===== src/common/rss_pkg.sv =====
// Package for the relay scan sequencer: register map, field layout,
// reset values, state codes and timing counts.
// Assumes a 100 MHz system clock and a 32-bit AXI4-Lite register bus.
package rss_pkg;

  localparam int CLK_PERIOD_NS = 10;

  // Relay settle time before a closure counts as done, and trigger pulse width.
  localparam int SETTLE_NS = 100;
  localparam int PULSE_NS = 200;
  localparam int SETTLE_CYC = (SETTLE_NS + CLK_PERIOD_NS - 1) / CLK_PERIOD_NS;
  localparam int PULSE_CYC = (PULSE_NS + CLK_PERIOD_NS - 1) / CLK_PERIOD_NS;

  localparam int ADDR_W = 8;
  localparam int LIST_DEPTH = 16;
  localparam int NUM_BP_LINES = 8;
  localparam int MAT_ROWS = 16;
  localparam int MAT_COLS = 16;

  localparam logic [ADDR_W-1:0] OFF_CTRL = 8'h00;
  localparam logic [ADDR_W-1:0] OFF_OUTST = 8'h04;
  localparam logic [ADDR_W-1:0] OFF_BPTRIG = 8'h08;
  localparam logic [ADDR_W-1:0] OFF_CMD = 8'h0c;
  localparam logic [ADDR_W-1:0] OFF_ARMCNT = 8'h10;
  localparam logic [ADDR_W-1:0] OFF_CARD = 8'h14;
  localparam logic [ADDR_W-1:0] OFF_LISTLEN = 8'h18;
  localparam logic [ADDR_W-1:0] OFF_STATUS = 8'h1c;
  localparam logic [ADDR_W-1:0] OFF_IRQ_STAT = 8'h20;
  localparam logic [ADDR_W-1:0] OFF_IRQ_MASK = 8'h24;
  localparam logic [ADDR_W-1:0] OFF_LIST_BASE = 8'h40;
  localparam logic [ADDR_W-1:0] OFF_MON_BASE = 8'h80;

  // Control register fields.
  localparam int CTRL_CONT = 0;
  localparam int CTRL_MON = 1;
  localparam int CTRL_EXT = 2;
  localparam int CTRL_AUTO = 3;
  // Command register fields.
  localparam int CMD_START = 0;
  localparam int CMD_TRIG = 1;
  localparam int CMD_RESET = 2;
  // Backplane trigger select fields.
  localparam int BP_EN = 3;
  // Interrupt status bits.
  localparam int IRQ_CLOSE = 0;
  localparam int IRQ_DONE = 1;
  localparam int IRQ_ERR = 2;
  localparam int IRQ_W = 3;

  localparam logic [14:0] ARMCNT_RST = 15'h0001;
  localparam logic [6:0] CARD_MAX = 7'h63;
  localparam logic [1:0] RESP_OKAY = 2'h0;
  localparam logic [1:0] RESP_SLVERR = 2'h2;

  typedef enum logic [1:0] {
    RSS_IDLE = 2'b00,
    RSS_SETTLE = 2'b01,
    RSS_WAIT = 2'b10
  } rss_state_t;

endpackage


===== src/core/rss_core.sv =====
// Relay scan sequencer core: channel list scanning, trigger output gating,
// channel monitor and AXI4-Lite register slave.
// Assumes one 100 MHz clock; trig_i is asynchronous and is synchronised here.
`timescale 1ns/1ps
`default_nettype none

module rss_core
  import rss_pkg::*;
(
  input wire logic clk_i, // 100 MHz clock
  input wire logic resetn_i, // Async reset, active low
  input wire logic trig_i, // Async scan advance trigger
  input wire logic [ADDR_W-1:0] s_axi_awaddr, // Write address
  input wire logic s_axi_awvalid, // Write address valid
  output logic s_axi_awready, // Write address ready
  input wire logic [31:0] s_axi_wdata, // Write data
  input wire logic [3:0] s_axi_wstrb, // Write byte strobes
  input wire logic s_axi_wvalid, // Write data valid
  output logic s_axi_wready, // Write data ready
  output logic [1:0] s_axi_bresp, // Write response
  output logic s_axi_bvalid, // Write response valid
  input wire logic s_axi_bready, // Write response ready
  input wire logic [ADDR_W-1:0] s_axi_araddr, // Read address
  input wire logic s_axi_arvalid, // Read address valid
  output logic s_axi_arready, // Read address ready
  output logic [31:0] s_axi_rdata, // Read data
  output logic [1:0] s_axi_rresp, // Read response
  output logic s_axi_rvalid, // Read data valid
  input wire logic s_axi_rready, // Read data ready
  output logic chan_closed_o, // A channel relay is closed
  output logic [6:0] chan_card_o, // Card of closed channel
  output logic [3:0] chan_row_o, // Row of closed channel
  output logic [3:0] chan_col_o, // Column of closed channel
  output logic ext_trig_n_o, // External trigger out, active low
  output logic ext_trig_oe_o, // External trigger drive enable
  output logic [NUM_BP_LINES-1:0] bp_trig_n_o, // Backplane lines, active low
  output logic [NUM_BP_LINES-1:0] bp_trig_oe_o, // Backplane drive enables
  output logic mon_on_o, // Monitor display active
  output logic [6:0] mon_card_o, // Card being monitored
  output logic [3:0] mon_row_o, // Row label of displayed bitmap
  output logic [15:0] mon_bits_o, // Row bitmap, bit per column
  output logic irq_o // Level interrupt
);

  // Configuration registers.
  logic cont_q, mon_q, ext_en_q, auto_q, bp_en_q;
  logic [2:0] bp_sel_q;
  logic [14:0] armcnt_q;
  logic [6:0] card_q;
  logic [4:0] list_len_q;
  logic [14:0] list_q [LIST_DEPTH];
  logic [IRQ_W-1:0] irq_stat_q, irq_mask_q;
  logic start_q, trig_cmd_q, rst_cmd_q;

  // Scanner state.
  rss_state_t state_q;
  logic closed_q;
  logic [3:0] list_idx_q;
  logic [14:0] cycles_q;
  logic [7:0] settle_cnt_q, pulse_cnt_q;
  logic [6:0] cur_card_q, last_card_q;
  logic [3:0] cur_row_q, cur_col_q;
  logic [3:0] mon_cnt_q;
  logic trig_meta_q, trig_sync_q, trig_prev_q;

  // AXI slave state. The ready flops are low while an item is held.
  logic [ADDR_W-1:0] awaddr_q;
  logic [31:0] wdata_q;
  logic [3:0] wstrb_q;

  function automatic logic [15:0] row_bits(input logic [3:0] r,
    input logic cl, input logic [6:0] cc, input logic [6:0] mc,
    input logic [3:0] cr, input logic [3:0] ccol);
    row_bits = (cl && cc == mc && cr == r) ? (16'h0001 << ccol) : 16'h0000;
  endfunction

  function automatic logic card_ok(input logic [6:0] c);
    card_ok = (c != 7'h00) && (c <= CARD_MAX);
  endfunction

  // List validity: non-empty, fits the store, and every card number legal.
  logic list_ok;
  always_comb
  begin
    list_ok = (list_len_q != 5'h00) && (list_len_q <= 5'(LIST_DEPTH));
    for (int i = 0; i < LIST_DEPTH; i++)
    begin
      if (5'(i) < list_len_q && !card_ok(list_q[i][14:8]))
        list_ok = 1'b0;
    end
  end

  wire [6:0] mon_card_w = auto_q ? last_card_q : card_q;
  wire trig_edge_w = trig_sync_q & ~trig_prev_q;
  wire advance_w = (state_q == RSS_WAIT) && (trig_edge_w || trig_cmd_q);
  wire last_entry_w = ({1'b0, list_idx_q} == list_len_q - 5'h01);
  wire start_go_w = start_q && (state_q == RSS_IDLE) && list_ok;
  wire settle_done_w = (state_q == RSS_SETTLE) && (settle_cnt_q == 8'h01);
  wire [14:0] next_entry_w = last_entry_w ? list_q[0] : list_q[list_idx_q + 4'h1];

  // Write path: a write is done once both address and data are held.
  wire wr_go_w = !s_axi_awready && !s_axi_wready && !s_axi_bvalid;
  wire [31:0] wmask_w = {{8{wstrb_q[3]}}, {8{wstrb_q[2]}},
    {8{wstrb_q[1]}}, {8{wstrb_q[0]}}};
  wire [31:0] wd_w = wdata_q & wmask_w;
  wire wr_list_w = awaddr_q[7:6] == 2'b01;
  wire wr_known_w = wr_list_w || awaddr_q <= OFF_IRQ_MASK;
  wire [31:0] ctrl_rd_w = {28'h0, auto_q, ext_en_q, mon_q, cont_q};

  // Read decode.
  wire [ADDR_W-1:0] ra_w = s_axi_araddr;
  wire [3:0] rrow_w = ra_w[5:2];
  wire rd_list_w = ra_w[7:6] == 2'b01;
  wire rd_mon_w = ra_w[7:6] == 2'b10;
  wire [15:0] rd_bits_w = row_bits(rrow_w, closed_q, cur_card_q,
    mon_card_w, cur_row_q, cur_col_q);
  wire rd_known_w = rd_list_w || rd_mon_w || ra_w <= OFF_IRQ_MASK;
  wire [31:0] rd_w =
    (ra_w == OFF_CTRL) ? ctrl_rd_w :
    (ra_w == OFF_OUTST) ? {31'h0, ext_en_q} :
    (ra_w == OFF_BPTRIG) ? {28'h0, bp_en_q, bp_sel_q} :
    (ra_w == OFF_ARMCNT) ? {17'h0, armcnt_q} :
    (ra_w == OFF_CARD) ? {25'h0, card_q} :
    (ra_w == OFF_LISTLEN) ? {27'h0, list_len_q} :
    (ra_w == OFF_STATUS) ? {26'h0, list_idx_q, closed_q, state_q != RSS_IDLE} :
    (ra_w == OFF_IRQ_STAT) ? {29'h0, irq_stat_q} :
    (ra_w == OFF_IRQ_MASK) ? {29'h0, irq_mask_q} :
    rd_list_w ? {17'h0, list_q[ra_w[5:2]]} :
    (rd_mon_w && mon_q) ? {12'h0, rrow_w, rd_bits_w} : 32'h0;

  always_ff @(posedge clk_i or negedge resetn_i)
  begin
    if (!resetn_i)
    begin
      s_axi_awready <= 1'b1;
      s_axi_wready <= 1'b1;
      awaddr_q <= 8'h00;
      wdata_q <= 32'h0;
      wstrb_q <= 4'h0;
      s_axi_bvalid <= 1'b0;
      s_axi_bresp <= RESP_OKAY;
      s_axi_rvalid <= 1'b0;
      s_axi_arready <= 1'b1;
      s_axi_rdata <= 32'h0;
      s_axi_rresp <= RESP_OKAY;
    end
    else
    begin
      if (s_axi_awvalid && s_axi_awready)
      begin
        s_axi_awready <= 1'b0;
        awaddr_q <= s_axi_awaddr;
      end
      if (s_axi_wvalid && s_axi_wready)
      begin
        s_axi_wready <= 1'b0;
        wdata_q <= s_axi_wdata;
        wstrb_q <= s_axi_wstrb;
      end
      if (wr_go_w)
      begin
        s_axi_awready <= 1'b1;
        s_axi_wready <= 1'b1;
        s_axi_bvalid <= 1'b1;
        s_axi_bresp <= wr_known_w ? RESP_OKAY : RESP_SLVERR;
      end
      else if (s_axi_bready)
        s_axi_bvalid <= 1'b0;
      if (s_axi_arvalid && s_axi_arready)
      begin
        s_axi_rvalid <= 1'b1;
        s_axi_arready <= 1'b0;
        s_axi_rdata <= rd_w;
        s_axi_rresp <= rd_known_w ? RESP_OKAY : RESP_SLVERR;
      end
      else if (s_axi_rready)
      begin
        s_axi_rvalid <= 1'b0;
        s_axi_arready <= 1'b1;
      end
    end
  end

  // Register file. Commands are one-cycle pulses to the scanner.
  wire [IRQ_W-1:0] irq_set_w = {start_q && state_q == RSS_IDLE && !list_ok,
    (state_q == RSS_WAIT) && advance_w && last_entry_w && !cont_q &&
    cycles_q <= 15'h0001, settle_done_w};
  wire [IRQ_W-1:0] irq_clr_w = (wr_go_w && awaddr_q == OFF_IRQ_STAT) ?
    wd_w[IRQ_W-1:0] : '0;

  always_ff @(posedge clk_i or negedge resetn_i)
  begin
    if (!resetn_i)
    begin
      cont_q <= 1'b0;
      mon_q <= 1'b0;
      ext_en_q <= 1'b0;
      auto_q <= 1'b1;
      bp_en_q <= 1'b0;
      bp_sel_q <= 3'h0;
      armcnt_q <= ARMCNT_RST;
      card_q <= 7'h01;
      list_len_q <= 5'h00;
      for (int i = 0; i < LIST_DEPTH; i++)
        list_q[i] <= 15'h0;
      irq_stat_q <= '0;
      irq_mask_q <= '0;
      start_q <= 1'b0;
      trig_cmd_q <= 1'b0;
      rst_cmd_q <= 1'b0;
    end
    else
    begin
      // A new event wins over a clear in the same cycle.
      irq_stat_q <= (irq_stat_q & ~irq_clr_w) | irq_set_w;
      start_q <= 1'b0;
      trig_cmd_q <= 1'b0;
      rst_cmd_q <= 1'b0;
      if (wr_go_w)
      begin
        if (awaddr_q == OFF_CMD)
        begin
          start_q <= wd_w[CMD_START];
          trig_cmd_q <= wd_w[CMD_TRIG];
          rst_cmd_q <= wd_w[CMD_RESET];
        end
        if (awaddr_q == OFF_CTRL && wstrb_q[0])
        begin
          cont_q <= wd_w[CTRL_CONT];
          mon_q <= wd_w[CTRL_MON];
          ext_en_q <= wd_w[CTRL_EXT];
          auto_q <= wd_w[CTRL_AUTO];
          if (wd_w[CTRL_EXT])
            bp_en_q <= 1'b0;
        end
        if (awaddr_q == OFF_OUTST && wstrb_q[0])
        begin
          ext_en_q <= wd_w[0];
          if (wd_w[0])
            bp_en_q <= 1'b0;
        end
        if (awaddr_q == OFF_BPTRIG && wstrb_q[0])
        begin
          bp_sel_q <= wd_w[2:0];
          bp_en_q <= wd_w[BP_EN];
          if (wd_w[BP_EN])
            ext_en_q <= 1'b0;
        end
        if (awaddr_q == OFF_ARMCNT && wd_w[14:0] != 15'h0)
          armcnt_q <= wd_w[14:0];
        if (awaddr_q == OFF_CARD && card_ok(wd_w[6:0]))
          card_q <= wd_w[6:0];
        if (awaddr_q == OFF_LISTLEN)
          list_len_q <= wd_w[4:0];
        if (wr_list_w)
          list_q[awaddr_q[5:2]] <= wd_w[14:0];
        if (awaddr_q == OFF_IRQ_MASK)
          irq_mask_q <= wd_w[IRQ_W-1:0];
      end
      // The defaults command overrides writes in the same cycle to the fields it restores.
      if (rst_cmd_q)
      begin
        cont_q <= 1'b0;
        mon_q <= 1'b0;
        ext_en_q <= 1'b0;
        auto_q <= 1'b1;
        bp_en_q <= 1'b0;
        armcnt_q <= ARMCNT_RST;
      end
    end
  end

  // Scanner. One trigger is taken per settled closure; early triggers
  // during settling are dropped rather than queued.
  always_ff @(posedge clk_i or negedge resetn_i)
  begin
    if (!resetn_i)
    begin
      state_q <= RSS_IDLE;
      closed_q <= 1'b0;
      list_idx_q <= 4'h0;
      cycles_q <= 15'h0;
      settle_cnt_q <= 8'h00;
      cur_card_q <= 7'h00;
      cur_row_q <= 4'h0;
      cur_col_q <= 4'h0;
      last_card_q <= 7'h00;
      trig_meta_q <= 1'b0;
      trig_sync_q <= 1'b0;
      trig_prev_q <= 1'b0;
    end
    else
    begin
      trig_meta_q <= trig_i;
      trig_sync_q <= trig_meta_q;
      trig_prev_q <= trig_sync_q;
      if (rst_cmd_q)
      begin
        state_q <= RSS_IDLE;
        closed_q <= 1'b0;
      end
      else
      begin
        unique case (state_q)
          RSS_IDLE:
            if (start_go_w)
            begin
              list_idx_q <= 4'h0;
              cycles_q <= armcnt_q;
              {cur_card_q, cur_row_q, cur_col_q} <= list_q[0];
              last_card_q <= list_q[0][14:8];
              closed_q <= 1'b1;
              settle_cnt_q <= 8'(SETTLE_CYC);
              state_q <= RSS_SETTLE;
            end
          RSS_SETTLE:
          begin
            settle_cnt_q <= settle_cnt_q - 8'h01;
            if (settle_done_w)
              state_q <= RSS_WAIT;
          end
          RSS_WAIT:
            if (advance_w)
            begin
              if (last_entry_w && !cont_q && cycles_q <= 15'h0001)
              begin
                closed_q <= 1'b0;
                state_q <= RSS_IDLE;
              end
              else
              begin
                list_idx_q <= last_entry_w ? 4'h0 : list_idx_q + 4'h1;
                if (last_entry_w && !cont_q)
                  cycles_q <= cycles_q - 15'h0001;
                {cur_card_q, cur_row_q, cur_col_q} <= next_entry_w;
                last_card_q <= next_entry_w[14:8];
                settle_cnt_q <= 8'(SETTLE_CYC);
                state_q <= RSS_SETTLE;
              end
            end
          default:
            state_q <= RSS_IDLE;
        endcase
      end
    end
  end

  // Trigger pulse and output stage. Pulses drive the line only while low,
  // so other modules sharing the line are not overridden.
  always_ff @(posedge clk_i or negedge resetn_i)
  begin
    if (!resetn_i)
    begin
      pulse_cnt_q <= 8'h00;
      ext_trig_n_o <= 1'b1;
      ext_trig_oe_o <= 1'b0;
      bp_trig_n_o <= '1;
      bp_trig_oe_o <= '0;
      chan_closed_o <= 1'b0;
      chan_card_o <= 7'h00;
      chan_row_o <= 4'h0;
      chan_col_o <= 4'h0;
      mon_cnt_q <= 4'h0;
      mon_on_o <= 1'b0;
      mon_card_o <= 7'h00;
      mon_row_o <= 4'h0;
      mon_bits_o <= 16'h0;
      irq_o <= 1'b0;
    end
    else
    begin
      if (settle_done_w && (ext_en_q || bp_en_q))
        pulse_cnt_q <= 8'(PULSE_CYC);
      else if (pulse_cnt_q != 8'h00)
        pulse_cnt_q <= pulse_cnt_q - 8'h01;
      ext_trig_n_o <= !(pulse_cnt_q != 8'h00 && ext_en_q);
      ext_trig_oe_o <= pulse_cnt_q != 8'h00 && ext_en_q;
      for (int i = 0; i < NUM_BP_LINES; i++)
      begin
        bp_trig_n_o[i] <= !(pulse_cnt_q != 8'h00 && bp_en_q &&
          bp_sel_q == 3'(i));
        bp_trig_oe_o[i] <= pulse_cnt_q != 8'h00 && bp_en_q &&
          bp_sel_q == 3'(i);
      end
      chan_closed_o <= closed_q;
      chan_card_o <= cur_card_q;
      chan_row_o <= cur_row_q;
      chan_col_o <= cur_col_q;
      mon_cnt_q <= mon_q ? mon_cnt_q + 4'h1 : 4'h0;
      mon_on_o <= mon_q;
      mon_card_o <= mon_card_w;
      mon_row_o <= mon_cnt_q;
      mon_bits_o <= mon_q ? row_bits(mon_cnt_q, closed_q, cur_card_q,
        mon_card_w, cur_row_q, cur_col_q) : 16'h0;
      irq_o <= |(irq_stat_q & irq_mask_q);
    end
  end
endmodule // rss_core

`default_nettype wire


===== config.mk =====
export PLATFORM = sky130hd
export DESIGN_NAME = rss_core
export DESIGN_NICKNAME = d
export VERILOG_FILES = /design/src/common/rss_pkg.sv /design/src/core/rss_core.sv
export SDC_FILE = /design/constraint.sdc
export NUM_CORES = 1
export LEC_CHECK = 0
export BUFFER_PORTS_ARGS = -buffer_cell sky130_fd_sc_hd__buf_2
export CORE_UTILIZATION = 53
export CTS_CLUSTER_DIAMETER = 120
export DETAILED_ROUTE_END_ITERATION = 6
export PLACE_DENSITY = 0.71
export SYNTH_ARGS = -nofsm -noshare
export SYNTH_HDL_FRONTEND = slang
export SYNTH_SLANG_ARGS = --single-unit
export TNS_END_PERCENT = 50

===== constraint.sdc =====
create_clock -name clk_i -period 6.5 [get_ports clk_i]
set_clock_uncertainty 0.2 [all_clocks]
set_input_delay 0.975 -clock clk_i [delete_from_list [all_inputs] [get_ports clk_i]]
set_output_delay 0.975 -clock clk_i [all_outputs]
set_load 0.01 [all_outputs]

==> impl_metrics.toml, run 1 <==
[run_status]
outcome = "completed"

[timing]
drv_slew = 0
relSlewSlack_pct = 17.07
setup_viol = 0
worst_pin_slew_ns = 1.241
fmax_mhz = 217.0
hold_viol_final = 0
grt_setup_unrepaired = "false"
tns_ns = 0
fin_crit_sh_pct = 70.88
fin_crit_ns = 4.607

[clock_network]
clock_sinks = 459
clkLatencyLatePin_ns = 0.58
cts_buffers = 48
ctsHoldBuffers = 0
post_cts_buffers = 0
clk_path_buf_depth = 3
clk_pin_slew_ns = 0.06
ctsResizeCount = 0
cts_tree = "built"
cts_max_level = 2
cts_root_buf = "clkbuf_16"

[die]
io_pins = 164
core_mm2 = 0.04242
die_x_um = 210.4
initial_core_util_pct = 54.27
die_area_mm2 = 0.04427
die_h_um = 210.4
row_count = 75

[yosys]
ys_seq_elements = 459
ys_seq_area_share_pct = 49.98
syn_avg_cell_area_um2 = 10.38
synth_xor_area_share_pct = 1.217
ys.flop_type = "dfrtp_1"
synth_top_family_by_area = "multiplexers"
synth_mux_area_share_pct = 16.17
netlist_area_mm2 = 0.02302
ys_warn_count = 0
synth-edff-count = 0
netlist_instances = 2217
synth_fa_ha_area_share_pct = 0.7066
synth-compound-area-share_pct = 13.72
ys_types = 79
synthSimpleGateAreaFrac_pct = 14.23
synthArstFlopShare_pct = 100.0

[pwr]
p_seq_share_pct = 44.0
power_frac_clock_pct = 29.6
switching_share_pct = 34.85
internal-power_mw = 6.507
powerDensity_mw_per_mm2 = 389.5
p_leak_nw = 11.42
p_sw_mw = 3.481
peakVddDrop_mv = 0.3122
comb_power_share_pct = 26.4

[drt]
drtAntennaViolNets = 0
highest_layer = "met4"
met3_length_mm = 6.807
dr_wl_met2_mm = 30.16
m1WireLength_mm = 27.33
totalWireLength_mm = 66.68
drt_first_pass_iters = 6
vias = 18240
drt_iter0_markers = 2280
remaining_drc_errors = 0
via_per_inst = 6.356
wire_per_inst_um = 23.23

[global_routing]
grt_pass1_vias = 17540
grt_overflow = 0
antenna_found_initial = 0
grt_pass1_wl_mm = 104.1
grt_max_degree = 158
grt_use_total_pct = 30.85

[setup_path]
cp_data_required_time_ns = 6.72
worstPathCellList = "or3_1 > a21oi_1 > o32ai_1 > a2111oi_0 > or4b_4 > o21ai_1 > and3_1 > a21boi_0"
cp_slowest_cell = "o21ai_1"
worstPathArrival_ns = 4.82
path_class = "reg -> reg"
cpLargestDelayFamily = "compound AO/OA/AOI/OAI gates"
crit_cells = 8
reg2reg_depth = 8
r2r_slack_ns = 1.89
crit_path_max_fanout = 15
endpoint_kind = "register"
crit_path_max_incr_delay_ns = 0.91
start_kind = "register"
critPathBufInv = 0

[cells_and_area]
fill_cells = 3532
seqCellArea_mm2 = 0.01151
final_cells = 2870
nets = 2326
area_growth_pct = 11.40
drive_gt1_share_pct = 19.82
multi_input_area_mm2 = 0.01070

[placed_design]
dp_cells = 2780
gp_congestion = 0.9704
portBuffers = 130
hpwlAfterDp_mm = 43.65

[job]
maxCapViolCount = 0

[worst_hold_path]
hold_depth = 0
hp-class = "reg -> reg"
-- cell families after synthesis --
family,Yosys count
fa+ha+maj,13
compound gates,544
other cells,1
flops,459
buf+inv,216
xor+xnor,32
mux,197
simple gates,755
-- cell type report --
class / count / area share [%]
inverters: 36 / 0.5269
multi-input cells: 1555 / 41.72
repair buffers: 153 / 3.415
diodes: 2 / 0.01952
clock inverters: 21 / 1.156
flip-flops and latches: 459 / 44.87
clock buffers: 67 / 5.474
well taps: 577 / 2.815
-- state kept, by name, indices dropped and copies added, names as in the netlist, 15 cells and up --
register and cells:
armcnt_q 15, mon_bits_o 16, list_q 240, s_axi_rdata 20
wdata_q 15, cycles_q 15
-- power by group through the flow --
stage / clock (mW) / combinational, mW / sequential (mW)
after CTS: 2.99 / 2.60 / 4.36
after floorplan: 0 / 1.88 / 4.08
final: 2.96 / 2.64 / 4.39
after global placement: 0 / 2.51 / 4.33
after global routing: 3.09 / 2.87 / 4.49
after detailed placement: 0 / 2.58 / 4.40
-- cells in the final DEF, fill, tap and decap left out, drive strengths merged, types with 19 or more instances in the layout --
master,instances
clkbuf,67
nor2,103
mux4,135
dfrtp,444
inv,38
nand2,461
nand3,49
buf,153
o21ai,326
mux2,50
a31oi,19
a21oi,82
xnor2,19
nor3,26
-- Yosys cell counts (all sizes together), types with 4 or more instances --
cell type	n	area, µm²
nand4	9	56.30
o21a	7	52.55
dfstp	15	394.1
nand3b	10	75.07
o311ai	9	78.83
a21oi	82	421.7
or4	9	67.56
nor4	15	93.84
nor3	26	130.1
buf	44	264.0
o32ai	4	35.03
nand3	49	245.2
and2	11	68.82
mux2	50	563.0
a221o	9	90.09
dfrtp	444	11110
a31oi	19	118.9
o41ai	9	78.83
nor2	103	386.6
ha	13	162.7
xor2	13	113.9
nand2	461	1730
o22ai	14	87.58
and3	14	87.58
a21o	5	37.54
clkbuf	136	510.5
inv	36	135.1
a21boi	4	30.03
or3	11	68.82
a211oi	11	82.58
xnor2	19	166.4
mux2i	12	120.1
mux4	135	3040
nand2b	7	43.79
a22o	7	61.31
o21ai	326	1632
nor2b	10	62.56
or2	8	52.56
-- metrics by stage --
| stage | power, mW | worst slack (ns) | util, % | hold slack, ns | area [µm²] |
|---|---|---|---|---|---|
| after floorplan | 5.961 | 2.765 | - | 0.1312 | 23070 |
| after global placement | 6.839 | 2.164 | 56.44 | 0.1341 | 23940 |
| after detailed placement | 6.978 | 2.041 | 56.44 | 0.1355 | 23940 |
| after CTS | 9.946 | 2.018 | 60.45 | 0.1534 | 25640 |
| after global routing | 10.45 | 1.734 | 60.45 | 0.1587 | 25640 |
| final | 9.989 | 1.893 | 60.46 | 0.1548 | 25650 |
-- path summary, 6_finish.rpt --
| path | end | start |
|---|---|---|
| min | trig_sync_q | trig_meta_q |
| min in group asynchronous | list_q[171] | resetn_i |
| max reg2reg | cycles_q[11] | list_len_q[1] |
| min reg2reg | trig_sync_q | trig_meta_q |
| max in group asynchronous | list_q[98] | resetn_i |
| max | cycles_q[11] | list_len_q[1] |
-- layer usage --
layer,up-vias,global-route usage [%]
met1,9050,43.18
met3,153,7.628
met4,0,12.19
met2,1034,46.52
met5,-,0.5562
li1,8005,-
(Power assumes the default switching activity.)
==> run 2: changes to the inputs <==
==> constraint.sdc (replaced) <==
create_clock -name clk_i -period 4.25 [get_ports clk_i]
set_clock_uncertainty 0.2 [all_clocks]
set_input_delay 0.6375 -clock clk_i [delete_from_list [all_inputs] [get_ports clk_i]]
set_output_delay 0.6375 -clock clk_i [all_outputs]
set_load 0.01 [all_outputs]
==> impl_metrics.toml, run 2 (synthesis results as in run 1) <==
[worst_hold_path]
hp-class = "in -> reg"
hold_path_startpoint = "s_axi_wdata[0]"
min_to = "wdata_q[0]"
hold_depth = 2

[global_routing]
grt_use_total_pct = 31.13
grt_pass1_vias = 17760
antenna_found_initial = 2
grt_pass1_wl_mm = 105.2
grt_overflow = 0
grt_max_degree = 114

[pwr]
p_total_mw = 15.04
peakVddDrop_mv = 0.4408
powerDensity_mw_per_mm2 = 580.6
p_leak_nw = 11.57

[placed_design]
dp_cells = 2814
gp_congestion = 0.9427
hpwlAfterDp_mm = 44.83
portBuffers = 130
place_ws_ns = 0.3912

[setup_path]
crit_path_max_fanout = 16
r2r_start = "list_len_q[1]"
crit_cells = 10
reg2reg_depth = 10
cpLargestDelayFamily = "simple AND/OR/NAND/NOR gates"
path_class = "reg -> reg"
cp_data_required_time_ns = 4.49
endpoint_kind = "register"
critPathBufInv = 1
worstPathCellList = "inv_1 > ha_1 > xor2_1 > o32a_1 > a211oi_1 > nand3_1 > a21oi_1 > nor2_1 > and3_1 > a21boi_0"
start_kind = "register"
worstPathArrival_ns = 4.19
cp_slowest_cell = "nor2_1"
r2r_slack_ns = 0.31
worst_r2r_endpoint = "cycles_q[11]"
crit_path_max_incr_delay_ns = 0.85

[timing]
fin_crit_sh_pct = 92.79
worst_slack_ns = 0.3066
fmax_mhz = 253.6
drv_slew = 0
fin_crit_ns = 3.943
worst_pin_slew_ns = 1.246
hold_viol_final = 0
grt_setup_unrepaired = "false"
relSlewSlack_pct = 16.71
tns_ns = 0
setup_viol = 0

[cells_and_area]
multi_input_area_mm2 = 0.01070
mostFrequentLayoutCells = "461 x nand2_1, 443 x dfrtp_1, 325 x o21ai_0, 135 x mux4_2, 127 x buf_2"
largest_reg_flops = 240
final_cells = 2908
fill_cells = 3503
area_growth_pct = 12.50
diodes = 0
drive_gt1_share_pct = 20.81
nets = 2366
layout_commonest_cell = "nand2_1"
reg.largest.list = "list_q: 240 flops, s_axi_rdata: 20 flops, mon_bits_o: 16 flops"
largest-register = "list_q"
seqCellArea_mm2 = 0.01151

[drt]
drt_first_pass_iters = 6
remaining_drc_errors = 0
drt_iter0_markers = 2052
drtAntennaViolNets = 0
wire_per_inst_um = 23.02
vias = 18420
totalWireLength_mm = 66.94
via_per_inst = 6.335

[clock_network]
cts_max_level = 2
cts_root_buf = "clkbuf_16"
cts_buffers = 48
clk_path_buf_depth = 3
cts_tree = "built"
clk_pin_slew_ns = 0.07
clock_sinks = 459
clkLatencyLatePin_ns = 0.60

[job]
maxCapViolCount = 0

[die]
die_h_um = 210.4
row_count = 75
die_area_mm2 = 0.04427
core_mm2 = 0.04242
die_x_um = 210.4
initial_core_util_pct = 54.27
io_pins = 164

[run_status]
outcome = "completed"
## run 2: cell types whose count changed in the layout (fill, tap and decap cells not counted), sizes merged
| cell | before | now |
|---|---|---|
| buf | 153 | 187 |
| bufinv | 7 | 1 |
| clkbuf | 67 | 74 |
| clkinvlp | 2 | 1 |
| diode | 2 | 0 |
| dlygate4sd3 | 0 | 6 |
## run 2: final cells by class
cell class	instances	share of cell area, %
flip-flops and latches	459	44.44
multi-input cells	1555	41.31
clock buffers	74	5.677
repair buffers	193	4.841
well taps	577	2.788
inverters	36	0.5218
clock inverters	14	0.4203
## run 2: repair_timing
action                                 CTS  global route
buffers inserted                         0             0
endpoints found under the hold margin   66             0
hold buffers                             6             0
gates resized for setup                  0             0
## run 2: worst reg2reg max path: stages (launching register included)
cell and delay (ns):
dfrtp_1 0.60, inv_1 0.15, ha_1 0.29, xor2_1 0.19
o32a_1 0.22, a211oi_1 0.15, nand3_1 0.16, a21oi_1 0.08
nor2_1 0.85, and3_1 0.71, a21boi_0 0.19
## run 2: report_power, final
group	internal [mW]	leakage, nW	switching (mW)
sequential	5.49	6.24	1.19
combinational	1.80	4.55	2.37
clock	2.44	0.786	1.74
## run 2: layer usage
metal,wire length (µm),track usage [%]
met5,0,0
met4,2396,11.72
met3,6789,7.136
met2,30340,47.15
met1,27400,44.04
## run 2: worst max-delay path by stage
stage                          startpoint              to  slack [ns]
after detailed placement    list_len_q[0]    cycles_q[11]        0.39
after CTS                   list_len_q[0]    cycles_q[11]        0.37
after global routing        list_len_q[0]    cycles_q[14]        0.20
after global placement      list_len_q[0]    cur_row_q[1]        0.52
after floorplan           s_axi_araddr[3]  s_axi_rdata[6]        0.85
final                       list_len_q[1]    cycles_q[11]        0.31
## run 2: stage by stage
step	hold WS (ns)	util [%]	cell area, µm²
finish	0.06520	61.06	25900
global placement	0.1325	57.19	24260
detailed placement	0.1347	57.19	24260
global route	0.05287	61.06	25900
CTS	0.04706	61.06	25900
floorplan	0.1312	-	23070
